## src/irq_pkg.sv

```systemverilog
/*
  Constants, field positions and carrier types shared by the interrupt
  controller and its low-voltage source. Assumes one 50 MHz system clock
  and a simple strobed register port driven by the CPU core.
*/
package irq_pkg;

  // ---------------------------------------------------------------
  // Register map
  // ---------------------------------------------------------------
  localparam int REG_ADDR_W = 4;
  localparam int REG_COUNT = 8;
  localparam logic [3:0] IDX_EDGE = 4'h0;
  localparam logic [3:0] IDX_CTRL_A = 4'h1;
  localparam logic [3:0] IDX_CTRL_B = 4'h2;
  localparam logic [3:0] IDX_CTRL_C = 4'h3;
  localparam logic [3:0] IDX_GRP_A = 4'h4;
  localparam logic [3:0] IDX_GRP_B = 4'h5;
  localparam logic [3:0] IDX_GRP_C = 4'h6;
  localparam logic [3:0] IDX_LVD = 4'h7;
  localparam logic [7:0] REG_RESET = 8'h00;
  // Implemented bits per register, index 7 down to 0.
  localparam logic [7:0][7:0] IMPL_MASK = {8'h37, 8'h33, 8'h33, 8'h33,
                                           8'hFF, 8'hFF, 8'h5B, 8'h0F};

  // ---------------------------------------------------------------
  // Field positions
  // ---------------------------------------------------------------
  localparam int EDGE_FIELD_W = 2;
  localparam int EDGE_RISE_BIT = 0;
  localparam int EDGE_FALL_BIT = 1;
  localparam int CA_MF0_FLAG = 6;
  localparam int CA_PA_FLAG = 4;
  localparam int CA_MF0_EN = 3;
  localparam int CA_PA_EN = 1;
  localparam int CA_GLOBAL_EN = 0;
  localparam int CB_TB0 = 7;
  localparam int CB_ADC = 6;
  localparam int CB_MF2 = 5;
  localparam int CB_MF1 = 4;
  localparam int CC_UART = 7;
  localparam int CC_SIM = 6;
  localparam int CC_PB = 5;
  localparam int CC_TB1 = 4;
  localparam int CC_UART_EN = 3;
  localparam int PAIR_FLAG_HI = 7;
  localparam int PAIR_FLAG_LO = 4;
  localparam int PAIR_EN_HI = 3;
  localparam int PAIR_EN_LO = 0;
  localparam int GRP_FLAG_HI = 5;
  localparam int GRP_FLAG_LO = 4;
  localparam int GRP_EN_HI = 1;
  localparam int GRP_EN_LO = 0;
  localparam int GRP_MATCH_A = 5;
  localparam int GRP_MATCH_P = 4;
  localparam int GC_EEPROM = 5;
  localparam int GC_LV = 4;
  localparam int LVD_STATUS = 5;
  localparam int LVD_ON = 4;
  localparam int LVD_THR_HI = 2;
  localparam int LVD_THR_LO = 0;

  // ---------------------------------------------------------------
  // Timing
  // ---------------------------------------------------------------
  localparam int CLK_PERIOD_NS = 20;
  localparam int LV_DELAY_NS = 15000;
  localparam int LV_DELAY_CYC = (LV_DELAY_NS + CLK_PERIOD_NS - 1) /
                                CLK_PERIOD_NS;

  // ---------------------------------------------------------------
  // Types
  // ---------------------------------------------------------------
  typedef enum logic [1:0] {
    LV_WAIT = 2'b00,
    LV_COUNT = 2'b01,
    LV_FIRED = 2'b10
  } lv_delay_state_t;

  // One-cycle event pulses from the peripheral sources.
  typedef struct packed {
    logic tm0_match_a;
    logic tm0_match_p;
    logic tm1_match_a;
    logic tm1_match_p;
    logic eeprom_done;
    logic time_base0;
    logic time_base1;
    logic adc_done;
    logic sim_event;
    logic uart_event;
  } periph_evt_t;

endpackage : irq_pkg

```

## src/pin_edge_detect.sv

```systemverilog
/*
  Edge detector for one external interrupt pin with selectable edge.
  Assumes the pin is already synchronous to clk_i.
*/
`timescale 1ns/10ps
module pin_edge_detect (
  // Clock and reset
  input wire logic clk_i,
  input wire logic reset_i,
  // Pin and edge field
  input wire logic pin_i,
  input wire logic [1:0] edge_sel_i,
  // Qualified edge
  output logic hit_o
);

  typedef struct packed {
    logic prev;
  } edge_state_t;

  edge_state_t st_reg;
  edge_state_t st_next;

  // Remember the last pin level so edges can be seen.
  always_comb begin
    st_next = st_reg;
    st_next.prev = pin_i;
  end

  always_ff @(posedge clk_i) begin
    if (reset_i) begin
      st_reg <= '0;
    end else begin
      st_reg <= st_next;
    end
  end

  // Code 00 selects no edge, so a disabled pin never hits.
  assign hit_o = (pin_i & ~st_reg.prev & edge_sel_i[irq_pkg::EDGE_RISE_BIT])
    | (~pin_i & st_reg.prev & edge_sel_i[irq_pkg::EDGE_FALL_BIT]);
endmodule : pin_edge_detect

```

## src/lowvolt_delay.sv

```systemverilog
/*
  Delays the rise of the supply-low status into a single request pulse.
  Assumes the status input is a registered level.
*/
`timescale 1ns/10ps
module lowvolt_delay #(
  parameter int DELAY_CYC = irq_pkg::LV_DELAY_CYC
) (
  // Clock and reset
  input wire logic clk_i,
  input wire logic reset_i,
  // Status level and request pulse
  input wire logic status_i,
  output logic req_o
);

  localparam int CNT_W = $clog2(DELAY_CYC + 1);
  localparam logic [CNT_W-1:0] CNT_LAST = CNT_W'(DELAY_CYC - 1);

  typedef struct packed {
    irq_pkg::lv_delay_state_t fsm;
    logic [CNT_W-1:0] cnt;
  } dly_state_t;

  dly_state_t st_reg;
  dly_state_t st_next;

  // A status dip restarts the wait, so a brief toggle near the
  // threshold never raises a request on its own.
  always_comb begin
    st_next = st_reg;
    unique case (st_reg.fsm)
      irq_pkg::LV_WAIT: begin
        st_next.cnt = '0;
        if (status_i) begin
          st_next.fsm = irq_pkg::LV_COUNT;
        end
      end
      irq_pkg::LV_COUNT: begin
        if (!status_i) begin
          st_next.fsm = irq_pkg::LV_WAIT;
        end else if (st_reg.cnt == CNT_LAST) begin
          st_next.fsm = irq_pkg::LV_FIRED;
        end else begin
          st_next.cnt = st_reg.cnt + 1'b1;
        end
      end
      irq_pkg::LV_FIRED: begin
        if (!status_i) begin
          st_next.fsm = irq_pkg::LV_WAIT;
        end
      end
      default: begin
        st_next.fsm = irq_pkg::LV_WAIT;
      end
    endcase
  end

  always_ff @(posedge clk_i) begin
    if (reset_i) begin
      st_reg <= '0;
    end else begin
      st_reg <= st_next;
    end
  end

  assign req_o = (st_reg.fsm == irq_pkg::LV_COUNT) && status_i &&
                 (st_reg.cnt == CNT_LAST);

  // Helper: consecutive cycles the status has stood high.
  logic [CNT_W:0] high_run;
  always_ff @(posedge clk_i) begin
    if (reset_i || !status_i) begin
      high_run <= '0;
    end else if (high_run <= (CNT_W+1)'(DELAY_CYC)) begin
      high_run <= high_run + 1'b1;
    end
  end
endmodule : lowvolt_delay

```

## src/irq_ctrl.sv

```systemverilog
/*
  Interrupt request logic with edge-selected external pins, primary and
  multi-function request/enable registers, and the low-voltage detector
  source with its wake-up. Assumes the core drives the register port
  synchronously and services irq_o; the analog comparator supplies a
  synchronous below-threshold level for the selected threshold.
*/
`timescale 1ns/10ps
module irq_ctrl #(
  parameter int LV_DELAY_CYC = irq_pkg::LV_DELAY_CYC
) (
  // Clock and reset
  input wire logic clk_i,
  input wire logic reset_i,
  // Register port
  input wire logic [irq_pkg::REG_ADDR_W-1:0] addr_i,
  input wire logic [7:0] wdata_i,
  input wire logic wr_i,
  input wire logic rd_i,
  output logic [7:0] rdata_o,
  // Event sources and pins
  input wire irq_pkg::periph_evt_t periph_evt_i,
  input wire logic ext_irq_pin_a_i,
  input wire logic ext_irq_pin_b_i,
  input wire logic serial_wake_i,
  // Power state and analog detector
  input wire logic power_down_i,
  input wire logic supply_below_i,
  output logic lvd_enable_o,
  output logic lvd_ref_en_o,
  output logic [2:0] lowvolt_threshold_o,
  // Core side
  output logic irq_o,
  output logic wake_o
);

  // ---------------------------------------------------------------
  // State
  // ---------------------------------------------------------------
  typedef struct packed {
    logic [irq_pkg::REG_COUNT-1:0][7:0] regs;
    logic irq;
    logic wake;
    logic [7:0] rdata;
  } ctrl_state_t;

  ctrl_state_t st_reg;
  ctrl_state_t st_next;

  logic [irq_pkg::REG_COUNT-1:0][7:0] set_vec;
  logic [2:0] mf_set;
  logic [1:0] pin_hit;
  logic [1:0] pins;
  logic lv_pulse;
  logic supply_low_status;
  logic lowvolt_detector_on;
  logic lowvolt_req_flag;
  logic global_irq_en;
  logic serial_port_irq_en;
  logic [7:0] ctrl_a;
  logic [7:0] ctrl_b;
  logic [7:0] ctrl_c;
  logic [7:0] grp_c;

  assign ctrl_a = st_reg.regs[irq_pkg::IDX_CTRL_A];
  assign ctrl_b = st_reg.regs[irq_pkg::IDX_CTRL_B];
  assign ctrl_c = st_reg.regs[irq_pkg::IDX_CTRL_C];
  assign grp_c = st_reg.regs[irq_pkg::IDX_GRP_C];
  assign supply_low_status =
    st_reg.regs[irq_pkg::IDX_LVD][irq_pkg::LVD_STATUS];
  assign lowvolt_detector_on =
    st_reg.regs[irq_pkg::IDX_LVD][irq_pkg::LVD_ON];
  assign lowvolt_req_flag = grp_c[irq_pkg::GC_LV];
  assign global_irq_en = ctrl_a[irq_pkg::CA_GLOBAL_EN];
  assign serial_port_irq_en = ctrl_c[irq_pkg::CC_UART_EN];
  assign pins = {ext_irq_pin_b_i, ext_irq_pin_a_i};

  // ---------------------------------------------------------------
  // External pin edge detection
  // ---------------------------------------------------------------
  // Pin a uses edge field bits 1..0, pin b bits 3..2.
  for (genvar p = 0; p < 2; p++) begin : g_pin
    pin_edge_detect u_edge (
      .clk_i(clk_i),
      .reset_i(reset_i),
      .pin_i(pins[p]),
      .edge_sel_i(st_reg.regs[irq_pkg::IDX_EDGE][p*2 +: 2]),
      .hit_o(pin_hit[p])
    );
  end

  // ---------------------------------------------------------------
  // Low-voltage request delay
  // ---------------------------------------------------------------
  // The detector keeps running whether or not the core is powered
  // down; only the detector-on bit stops it.
  lowvolt_delay #(
    .DELAY_CYC(LV_DELAY_CYC)
  ) u_lv_delay (
    .clk_i(clk_i),
    .reset_i(reset_i),
    .status_i(supply_low_status),
    .req_o(lv_pulse)
  );

  // ---------------------------------------------------------------
  // Hardware set events
  // ---------------------------------------------------------------
  // Each multi-function flag collects its enabled sub-requests.
  always_comb begin
    set_vec = '0;
    for (int g = 0; g < 3; g++) begin
      mf_set[g] = |(st_reg.regs[irq_pkg::IDX_GRP_A + g]
                    [irq_pkg::GRP_FLAG_HI:irq_pkg::GRP_FLAG_LO] &
                    st_reg.regs[irq_pkg::IDX_GRP_A + g]
                    [irq_pkg::GRP_EN_HI:irq_pkg::GRP_EN_LO]);
    end
    set_vec[irq_pkg::IDX_CTRL_A][irq_pkg::CA_MF0_FLAG] = mf_set[0];
    set_vec[irq_pkg::IDX_CTRL_A][irq_pkg::CA_PA_FLAG] = pin_hit[0];
    set_vec[irq_pkg::IDX_CTRL_B][irq_pkg::CB_TB0] = periph_evt_i.time_base0;
    set_vec[irq_pkg::IDX_CTRL_B][irq_pkg::CB_ADC] = periph_evt_i.adc_done;
    set_vec[irq_pkg::IDX_CTRL_B][irq_pkg::CB_MF2] = mf_set[2];
    set_vec[irq_pkg::IDX_CTRL_B][irq_pkg::CB_MF1] = mf_set[1];
    set_vec[irq_pkg::IDX_CTRL_C][irq_pkg::CC_UART] = periph_evt_i.uart_event;
    set_vec[irq_pkg::IDX_CTRL_C][irq_pkg::CC_SIM] = periph_evt_i.sim_event;
    set_vec[irq_pkg::IDX_CTRL_C][irq_pkg::CC_PB] = pin_hit[1];
    set_vec[irq_pkg::IDX_CTRL_C][irq_pkg::CC_TB1] = periph_evt_i.time_base1;
    set_vec[irq_pkg::IDX_GRP_A][irq_pkg::GRP_MATCH_A] =
      periph_evt_i.tm0_match_a;
    set_vec[irq_pkg::IDX_GRP_A][irq_pkg::GRP_MATCH_P] =
      periph_evt_i.tm0_match_p;
    set_vec[irq_pkg::IDX_GRP_B][irq_pkg::GRP_MATCH_A] =
      periph_evt_i.tm1_match_a;
    set_vec[irq_pkg::IDX_GRP_B][irq_pkg::GRP_MATCH_P] =
      periph_evt_i.tm1_match_p;
    set_vec[irq_pkg::IDX_GRP_C][irq_pkg::GC_EEPROM] =
      periph_evt_i.eeprom_done;
    set_vec[irq_pkg::IDX_GRP_C][irq_pkg::GC_LV] = lv_pulse;
  end

  // ---------------------------------------------------------------
  // Register file, request output and wake-up
  // ---------------------------------------------------------------
  // A software write and a hardware set in the same cycle merge with
  // the set winning, so no event is lost while a flag is being cleared.
  // Unmapped indices match no register, so writes to them are dropped
  // and reads of them return zero.
  always_comb begin
    logic [7:0] val;
    val = '0;
    st_next = st_reg;
    for (int r = 0; r < irq_pkg::REG_COUNT; r++) begin
      val = (wr_i && addr_i == irq_pkg::REG_ADDR_W'(r)) ?
            wdata_i : st_reg.regs[r];
      st_next.regs[r] = (val | set_vec[r]) & irq_pkg::IMPL_MASK[r];
    end
    // The status bit is not writable; it tracks the comparator only
    // while the detector is switched on.
    st_next.regs[irq_pkg::IDX_LVD][irq_pkg::LVD_STATUS] =
      lowvolt_detector_on & supply_below_i;
    // Request to the core: flag and enable of one source, plus global.
    // There is no acknowledge, so the request stands until software
    // clears the flag or one of the enables.
    st_next.irq = global_irq_en &
      ((ctrl_a[irq_pkg::CA_MF0_FLAG] & ctrl_a[irq_pkg::CA_MF0_EN]) |
       (ctrl_a[irq_pkg::CA_PA_FLAG] & ctrl_a[irq_pkg::CA_PA_EN]) |
       (|(ctrl_b[irq_pkg::PAIR_FLAG_HI:irq_pkg::PAIR_FLAG_LO] &
          ctrl_b[irq_pkg::PAIR_EN_HI:irq_pkg::PAIR_EN_LO])) |
       (|(ctrl_c[irq_pkg::PAIR_FLAG_HI:irq_pkg::PAIR_FLAG_LO] &
          ctrl_c[irq_pkg::PAIR_EN_HI:irq_pkg::PAIR_EN_LO])));
    // Only a fresh low-voltage flag wakes; a flag preset by software
    // before power-down therefore suppresses the wake-up. A serial wake
    // wakes whenever the core is powered down but sets no request flag by itself.
    st_next.wake = power_down_i &
      ((lv_pulse & ~lowvolt_req_flag) | serial_wake_i);
    // Read data stand only in the cycle after the strobe.
    st_next.rdata = '0;
    if (rd_i && addr_i < irq_pkg::REG_ADDR_W'(irq_pkg::REG_COUNT)) begin
      st_next.rdata = st_reg.regs[addr_i[$clog2(irq_pkg::REG_COUNT)-1:0]];
    end
  end

  always_ff @(posedge clk_i) begin
    if (reset_i) begin
      st_reg <= '0;
    end else begin
      st_reg <= st_next;
    end
  end

  // Outputs straight from flip-flops; the reference follows the
  // detector-on bit with no control of its own.
  assign rdata_o = st_reg.rdata;
  assign irq_o = st_reg.irq;
  assign wake_o = st_reg.wake;
  assign lvd_enable_o = lowvolt_detector_on;
  assign lvd_ref_en_o = lowvolt_detector_on;
  assign lowvolt_threshold_o =
    st_reg.regs[irq_pkg::IDX_LVD][irq_pkg::LVD_THR_HI:irq_pkg::LVD_THR_LO];
endmodule : irq_ctrl

```

## config.mk

```make
export PLATFORM = sky130hd
export DESIGN_NAME = irq_ctrl
export DESIGN_NICKNAME = d
export VERILOG_FILES = /design/src/irq_pkg.sv /design/src/pin_edge_detect.sv /design/src/lowvolt_delay.sv /design/src/irq_ctrl.sv
export SDC_FILE = /design/constraint.sdc
export NUM_CORES = 1
export LEC_CHECK = 0
export BUFFER_PORTS_ARGS = -buffer_cell sky130_fd_sc_hd__buf_2
export CAP_MARGIN = 25
export CORE_AREA = 2 2 105 56
export DETAILED_ROUTE_END_ITERATION = 8
export DIE_AREA = 0 0 107 58
export PLACE_DENSITY = 0.83
export SKIP_LAST_GASP = 1
export SYNTH_ARGS = -nofsm -noshare
export SYNTH_HDL_FRONTEND = slang
export SYNTH_SLANG_ARGS = --single-unit
export TNS_END_PERCENT = 1
```

## constraint.sdc

```tcl
create_clock -name clk_i -period 5.1 [get_ports clk_i]
set_input_delay 0.255 -clock clk_i [delete_from_list [all_inputs] [get_ports clk_i]]
set_output_delay 0.255 -clock clk_i [all_outputs]
set_load 0.005 [all_outputs]
```

==> results.toml, run 1 <==
[finish]
drive_above_1_share_pct = 22.7
post-route-util_pct = 65.8
antenna_cells = 0
fin_cells = 430
n_fill_cell = 436
largest_reg_flops = 13
nets = 386
syn2layout_area_growth_pct = 10.8

[clock_network]
cts_resized = 0
clock_sinks = 66
cts-root-buf = "clkbuf_8"
clockBufferDepth = 2
path_clk_slew_ns = 0.07
numCtsBuffers = 9
hold_buffers = 0
cts_tree = "yes"
htreeDepth = 3
clk_latency_ns = 0.35
cts_setup_buffers = 0

[logic_synthesis]
yosysWarnings = 0
ys_seq_area_share_pct = 42.0
netlist_instances = 327
syn-num-nets = 360
synth_edf_count = 0
synth-seq-cells = 66
synthArstFlopShare_pct = 0
netlist_area_um2 = 3150
syn_avg_cell_area_um2 = 9.63
synthDistinctLibCells = 52
synth_ff_type = "dfxtp_1"

[hold_path]
hold_depth = 3
hold_path_class = "input pin to register"

[placed_design]
placed_cells = 415
place_congestion = 0.953
dp_hpwl_mm = 5.52
port_buffers = 45

[die]
row_count = 19
die_w_um = 107
core_um2 = 5300
die-height_um = 58
initial_utilization_pct = 59.4
ios = 46
dieArea_um2 = 6210

[routing]
drc = 0
drtPass1Iterations = 6
drtAntennaViolNets = 0
wl_per_cell_um = 17.7
vias_per_cell = 5.95
drt_iter0_drc = 268
finalWirelength_mm = 7.60
dr_total_vias = 2557

[setup_path]
cp_max_fo = 7
reg2regPathDepth = 5
endpoint_kind = "register"
cp-start-kind = "register"
worst-endpoint-required_ns = 5.35
criticalPathCategory = "register to register"
rrSetupSlack_ns = 3.25
cp.arrival_ns = 2.10

[run]
drv_cap = 0

[sta]
post-route-period-util_pct = 36.3
max_freq_mhz = 540
hold_viol = 0
rsz0062_at_grt = "no"
min_period_ns = 1.85
setup_viol = 0
worst_pin_slew_ns = 0.956
fin_setup_tns_ns = 0
slew_viol_final = 0
slew_headroom_pct = 36.3
finalClockSkew_ns = 0.00697

[grt]
grt_pass1_vias = 2269
grt_pass1_wl_mm = 12.1
antenna_found_initial = 0
grt_max_degree = 55
grtUsageTotal_pct = 26.9
overflow = 0

[power_and_ir_drop]
power_density_nw_per_um2 = 298
cellLeakagePower_nw = 1.47
finalPower_mw = 1.04
ir_drop_mv = 0.193

[run_status]
status = "complete, no violations"
-- Yosys cell counts (2+ instances only) --
library cell,instances,area [um2]
a22o_1,4,35.0
buf_2,6,30.0
ha_1,2,25.0
nand3_1,12,60.1
o21ai_0,6,30.0
xnor2_1,2,17.5
buf_4,14,105
mux4_2,7,158
and3b_1,2,17.5
inv_1,14,52.6
a221o_1,2,20.0
and3_1,3,18.8
a21oi_1,31,155
nand2_1,19,71.3
o31ai_1,2,15.0
nor2b_1,5,31.3
a22oi_1,6,45.0
clkbuf_1,11,41.3
nor3b_1,4,30.0
o21ai_1,3,15.0
a31oi_1,2,12.5
nor2_1,23,86.3
or2_2,2,12.5
mux2i_1,34,340
a221oi_1,3,26.3
dfxtp_1,66,1320
nor3_1,4,20.0
mux2_2,3,33.8
a21o_1,3,22.5
nand3b_1,8,60.1
or3_1,2,12.5
o22a_1,2,17.5
-- per-layer routing --
layer	track usage [%]	wire length, um	up-vias
met4	8.53	74	0
met1	42.7	3690	1208
met2	32.6	2840	124
met3	10.1	992	8
li1	-	-	1217
met5	0	0	-
-- power breakdown --
group | internal [mW] | switching, mW | leakage (nW)
registers | 0.526 | 0.00951 | 0.536
clock network | 0.234 | 0.200 | 0.0941
logic | 0.0305 | 0.0406 | 0.838
total | 0.791 | 0.250 | 1.47
-- cells by family (layout without fill, tap and decap cells) --
| kind of cell | count (synthesis) | count (layout) | synth area share [%] |
|---|---|---|---|
| xor+xnor | 2 | 2 | 0.557 |
| mux | 44 | 44 | 16.9 |
| simple gates | 97 | 97 | 17.8 |
| fa+ha+maj | 2 | 2 | 0.795 |
| buf+inv | 45 | 75 | 7.27 |
| compound gates | 71 | 71 | 14.7 |
| flops | 66 | 66 | 42.0 |
-- layout by cell type (no fill, tap or decap), types with 5 or more instances in the layout --
master | Yosys | final
nand3b_1 | 8 | 8
nand2_1 | 19 | 19
inv_1 | 14 | 14
clkbuf_8 | 0 | 10
buf_2 | 6 | 45
nor2b_1 | 5 | 5
o21ai_0 | 6 | 6
nor2_1 | 23 | 23
mux2i_1 | 34 | 34
nand3_1 | 12 | 12
a22oi_1 | 6 | 6
a21oi_1 | 31 | 31
mux4_2 | 7 | 7
dfxtp_1 | 66 | 66
-- area by class of cell --
class | instances | area, um2 | share of cell area, %
multi-input cells | 216 | 1600 | 45.8
clock buffers | 10 | 138 | 3.95
inverters | 14 | 52.6 | 1.51
flip-flops and latches | 66 | 1320 | 37.9
repair buffers | 46 | 233 | 6.67
clock inverters | 5 | 55.1 | 1.58
well taps | 73 | 91.3 | 2.62
-- critical path, stage by stage (launching register included) --
cell	delay (ns)
dfxtp_1	0.45
ha_1	0.24
nand4b_4	0.18
o31a_1	0.41
and3_1	0.20
a211o_1	0.26
-- worst paths after layout --
check | startpoint | endpoint
worst min register to register | ctrl_a[0]$_SDFFE_PP0N_ | irq_o$_SDFF_PP0_
worst max-delay path | u_lv_delay.st_reg[0]$_SDFFE_PP0P_ | u_lv_delay.st_reg[5]$_SDFFE_PP0P_
worst min-delay path | periph_evt_i[0] | ctrl_c[7]$_SDFF_PP0_
worst max register to register | u_lv_delay.st_reg[0]$_SDFFE_PP0P_ | u_lv_delay.st_reg[5]$_SDFFE_PP0P_
-- through the flow --
stage	setup slack [ns]	hold slack (ns)	instance area [um2]
CTS	3.27	0.121	3490
global placement	3.07	0.447	3300
detailed placement	3.04	0.444	3300
global route	3.11	0.128	3490
finish	3.25	0.134	3490
floorplan	3.47	0.377	3150
Note: power is estimated with default switching activity, not from simulation.
==> run 2: changes to the inputs <==
--- a/config.mk
+++ b/config.mk
@@ -5,12 +5,13 @@
 export SDC_FILE = /design/constraint.sdc
 export NUM_CORES = 1
 export LEC_CHECK = 0
+export ABC_AREA = 1
 export BUFFER_PORTS_ARGS = -buffer_cell sky130_fd_sc_hd__buf_2
 export CAP_MARGIN = 25
-export CORE_AREA = 2 2 105 56
+export CORE_AREA = 2 2 115 61
 export DETAILED_ROUTE_END_ITERATION = 8
-export DIE_AREA = 0 0 107 58
-export PLACE_DENSITY = 0.83
+export DIE_AREA = 0 0 117 63
+export PLACE_DENSITY = 0.74
 export SKIP_LAST_GASP = 1
 export SYNTH_ARGS = -nofsm -noshare
 export SYNTH_HDL_FRONTEND = slang
==> constraint.sdc (replaced) <==
create_clock -name clk_i -period 1.6 [get_ports clk_i]
set_input_delay 0.08 -clock clk_i [delete_from_list [all_inputs] [get_ports clk_i]]
set_output_delay 0.08 -clock clk_i [all_outputs]
set_load 0.005 [all_outputs]
==> results.toml, run 2 <==
[run_status]
status = "complete, no violations"

[sta]
whs_ns = 0.0475
worst_pin_slew_ns = 0.466
slew_headroom_pct = 69.0
rsz0062_at_grt = "no"
slew_viol_final = 0
post-route-period-util_pct = 92.3
setup_viol = 0
fin_setup_tns_ns = 0
max_freq_mhz = 677
hold_viol = 0
min_period_ns = 1.48
timing.final.ws_setup_ns = 0.123
finalClockSkew_ns = 0.00655

[die]
die-height_um = 63
row_count = 21
core_um2 = 6440
dieArea_um2 = 7370
die_w_um = 117
ios = 46
initial_utilization_pct = 49.5

[routing]
drtPass1Iterations = 7
drc = 0
wl_per_cell_um = 14.9
vias_per_cell = 5.26
drt_iter0_drc = 412
drtAntennaViolNets = 0
dr_total_vias = 3206
finalWirelength_mm = 9.10

[clock_network]
cts_setup_buffers = 0
numCtsBuffers = 9
clk_latency_ns = 0.34
cts_tree = "yes"
clock_sinks = 66
htreeDepth = 3
path_clk_slew_ns = 0.05
cts-root-buf = "clkbuf_16"
clockBufferDepth = 2

[finish]
antenna_cells = 0
final_cell_mix = "75 x inv_1, 68 x nor2_1, 65 x dfxtp_1"
n_fill_cell = 540
layout_commonest_cell = "inv_1"
largest_reg_flops = 13
syn2layout_area_growth_pct = 22.4
nets = 547
post-route-util_pct = 60.6
drive_above_1_share_pct = 17.8

[logic_synthesis]
yosysWarnings = 0
synthArstFlopShare_pct = 0
synth_mux_area_share_pct = 0
synth_area_leader_cell = "dfxtp_1"
netlist_area_um2 = 3190
synth_top_family_by_area = "simple AND/OR/NAND/NOR gates"
synth_simple_gate_area_share_pct = 23.1
synth-seq-cells = 66
synth_ff_type = "dfxtp_1"
synth-xor-area-share_pct = 0.275
synthDistinctLibCells = 36
post-synth-top-count-cell = "inv_1"
syn-num-nets = 489
synth_common_cells = "75 x inv_1, 68 x nor2_1, 66 x dfxtp_1"
ys_seq_area_share_pct = 41.5
synth_area_leaders = "dfxtp_1 41%, inv_1 8.8%, o21ai_0 8.5%"
netlist_instances = 456
yosys.area_share.adder_pct = 0.785
synth_top_area_share_pct = 41.5
syn_avg_cell_area_um2 = 6.99
synth-compound-area-share_pct = 20.3
synth_edf_count = 0

[grt]
top_usage_layer = "met1"
antenna_found_initial = 0
grt_max_degree = 48
grtUsageTotal_pct = 26.3
grtUsageMet3_pct = 10.3
overflow = 0
grtUsageMet2_pct = 31.4
grt_pass1_vias = 2831
grt_pass1_wl_mm = 14.5
grt_use_met1_pct = 42.4

[setup_path]
cp-start-kind = "register"
worstPathCellList = "nand2_1, inv_1, nand3_1, or2_2, a21oi_1"
critPathMaxStageDelay_ns = 0.49
critPathSlowestCell = "dfxtp_1"
cp.arrival_ns = 1.75
cp_max_fo = 6
worst-endpoint-required_ns = 1.87
endpoint_kind = "register"
criticalPathCategory = "register to register"

[placed_design]
place_ws_ns = 0.0693
place_congestion = 0.964
port_buffers = 45
dp_hpwl_mm = 6.64

[power_and_ir_drop]
power_density_nw_per_um2 = 1000
ir_drop_mv = 0.528
cellLeakagePower_nw = 1.73
finalPower_mw = 3.90

[run]
drv_cap = 0

[hold_path]
hold_path_class = "input pin to register"
## run 2: kinds of logic after synthesis
| logic type | Yosys count |
|---|---|
| flops | 66 |
| fa+ha+maj | 2 |
| xor+xnor | 1 |
| simple gates | 167 |
| compound gates | 116 |
| buf+inv | 104 |
## run 2: area by class of cell
class                           count  area [um2]  share of cell area (%)
Multi-Input combinational cell    286        1430                    36.6
Sequential cell                    66        1320                    33.9
Timing Repair Buffer               68         433                    11.1
Inverter                           83         313                    8.02
Clock buffer                       13         280                    7.18
Tap cell                           92         115                    2.95
Clock inverter                      2        10.0                   0.257
## run 2: metrics by stage
stage / std cells / instance area, um2
floorplan: 456 / 3190
global placement: 581 / 3460
detailed placement: 581 / 3460
CTS: 610 / 3890
global route: 610 / 3900
finish: 610 / 3900
## run 2: what timing repair did
item	4_1_cts	5_1_grt
setup endpoints to repair	0	7
resized for setup	0	4
hold endpoints to repair	14	0
hold buffers	14	0
## run 2: final timing paths
check	from	end	slack (ns)	cells after the start
max	u_lv_delay.st_reg[10]$_SDFFE_PP0P_	u_lv_delay.st_reg[1]$_SDFFE_PP0P_	0.12	5
min	wdata_i[2]	lowvolt_threshold_o[2]$_SDFFE_PP0P_	0.05	3
max reg2reg	u_lv_delay.st_reg[10]$_SDFFE_PP0P_	u_lv_delay.st_reg[1]$_SDFFE_PP0P_	0.12	5
min reg2reg	st_reg[11]$_SDFFE_PP0P_	st_reg[11]$_SDFFE_PP0P_	0.47	2
## run 2: per-layer routing
metal	routed length [um]	vias to the layer above	share of wire (%)
li1	-	1575	-
met1	4450	1430	49
met2	3280	184	36
met3	1270	17	14
met4	106	0	1.2
met5	0	-	0
## run 2: power breakdown
group | total, mW | internal [mW] | leakage, nW | switching, mW
clock network | 1.89 | 1.20 | 0.147 | 0.691
logic | 0.297 | 0.113 | 1.05 | 0.185
registers | 1.71 | 1.69 | 0.537 | 0.0254
total | 3.90 | 3.00 | 1.73 | 0.901
## run 2: critical path: cells and delay by family, from the launching register on
kind | cells | cell delay [ns]
DFF | 1 | 0.49
AOI/OAI and AO/OA | 1 | 0.13
and+or+nand+nor | 3 | 0.65
buffers and inverters | 1 | 0.14
==> run 3: changes to the inputs <==
--- a/config.mk
+++ b/config.mk
@@ -8,10 +8,12 @@
 export ABC_AREA = 1
 export BUFFER_PORTS_ARGS = -buffer_cell sky130_fd_sc_hd__buf_2
 export CAP_MARGIN = 25
-export CORE_AREA = 2 2 115 61
+export CELL_PAD_IN_SITES_DETAIL_PLACEMENT = 1
+export CELL_PAD_IN_SITES_GLOBAL_PLACEMENT = 1
+export CORE_AREA = 2 2 135 71
 export DETAILED_ROUTE_END_ITERATION = 8
-export DIE_AREA = 0 0 117 63
-export PLACE_DENSITY = 0.74
+export DIE_AREA = 0 0 137 73
+export PLACE_DENSITY_LB_ADDON = 0.1
 export SKIP_LAST_GASP = 1
 export SYNTH_ARGS = -nofsm -noshare
 export SYNTH_HDL_FRONTEND = slang
==> results.toml, run 3 (synthesis results as in run 2) <==
[run_status]
status = "complete, no violations"

[setup_path]
cp-start-kind = "register"
criticalPathCategory = "register to register"
cp.arrival_ns = 1.70
worst-endpoint-required_ns = 1.83
endpoint_kind = "register"
cp_max_fo = 10

[finish]
layout_commonest_cell = "inv_1"
final_cell_mix = "75 x inv_1, 67 x nor2_1, 65 x dfxtp_1"
nets = 548
largest_reg_flops = 13
antenna_cells = 0
post-route-util_pct = 43.7
syn2layout_area_growth_pct = 23.6
drive_above_1_share_pct = 18.1
n_fill_cell = 1162

[clock_network]
htreeDepth = 3
cts-root-buf = "clkbuf_16"
numCtsBuffers = 9
path_clk_slew_ns = 0.05
clockBufferDepth = 2
clock_sinks = 66
cts_tree = "yes"
clk_latency_ns = 0.34

[die]
die_w_um = 137
row_count = 25
ios = 46
core_um2 = 9010
dieArea_um2 = 10000
initial_utilization_pct = 35.4
die-height_um = 73

[sta]
rsz0062_at_grt = "yes"
hold_viol = 0
slew_viol_final = 0
finalClockSkew_ns = 0.00596
max_freq_mhz = 676
whs_ns = 0.0451
min_period_ns = 1.48
post-route-period-util_pct = 92.4
setup_viol = 0
slew_headroom_pct = 70.8
worst_pin_slew_ns = 0.437

[grt]
grtUsageTotal_pct = 23.7
overflow = 0
grt_pass1_wl_mm = 17.1
antenna_found_initial = 0
grt_max_degree = 25
grt_pass1_vias = 3025

[routing]
drtAntennaViolNets = 0
drc = 0
wl_per_cell_um = 17.4
vias_per_cell = 5.06
finalWirelength_mm = 11.1
dr_total_vias = 3243
drtPass1Iterations = 5
drt_iter0_drc = 236

[power_and_ir_drop]
finalPower_mw = 3.85
ir_drop_mv = 0.548
power_density_nw_per_um2 = 977
cellLeakagePower_nw = 1.72

[placed_design]
dp_hpwl_mm = 8.76
port_buffers = 45
place_congestion = 0.861

[run]
drv_cap = 0

[hold_path]
hold_path_class = "input pin to register"
## run 3: final timing paths
path	slack (ns)	depth (start not counted)	from	end
worst max-delay path	0.12	10	u_lv_delay.st_reg[1]$_SDFFE_PP0P_	u_lv_delay.st_reg[0]$_SDFFE_PP0P_
worst min-delay path	0.05	3	wdata_i[2]	lowvolt_threshold_o[2]$_SDFFE_PP0P_
worst max register to register	0.12	10	u_lv_delay.st_reg[1]$_SDFFE_PP0P_	u_lv_delay.st_reg[0]$_SDFFE_PP0P_
worst min register to register	0.48	2	ctrl_c[1]$_SDFFE_PP0N_	ctrl_c[1]$_SDFFE_PP0N_
## run 3: where the power goes
| part | internal, mW | switching (mW) |
|---|---|---|
| Clock | 1.08 | 0.742 |
| Combinational | 0.116 | 0.198 |
| Sequential | 1.69 | 0.0256 |
| Total | 2.88 | 0.965 |
## run 3: what timing repair did
item                                    CTS  global route
setup buffers                             0             0
resized for setup                         0             5
endpoints found under the setup margin    0            10
endpoints found under the hold margin    14             0
hold buffers                             14             0
## run 3: critical path: stages (launching register included)
cell,delay (ns)
dfxtp_1,0.37
inv_1,0.06
ha_1,0.18
inv_1,0.06
nor2_2,0.04
nand3_1,0.09
nand2_1,0.09
nand2_4,0.17
nand2_8,0.09
o21ai_0,0.16
inv_1,0.05
## run 3: area by class of cell
type / instances / area (um2) / area share [%]
Inverter: 83 / 313 / 7.94
Sequential cell: 66 / 1320 / 33.6
Clock buffer: 11 / 243 / 6.16
Timing Repair Buffer: 69 / 440 / 11.2
Multi-Input combinational cell: 286 / 1440 / 36.5
Clock inverter: 5 / 30.0 / 0.762
Tap cell: 121 / 151 / 3.84
## run 3: metal layers
metal	vias up	track usage (%)	wire length, um
met2	94	30.0	4080
li1	1582	-	-
met1	1558	38.3	6100
met3	9	5.90	864
met4	0	5.50	96
met5	-	0	0
## run 3: through the flow
step,setup WS [ns],instances,instance area (um2),setup TNS (ns)
2_1_floorplan,0.278,456,3190,0
3_3_place_gp,0.0868,611,3500,0
3_5_place_dp,0.0310,611,3500,0
4_1_cts,0.00921,641,3920,0
5_1_grt,-0.00882,641,3940,-0.00882
6_report,0.122,641,3940,0
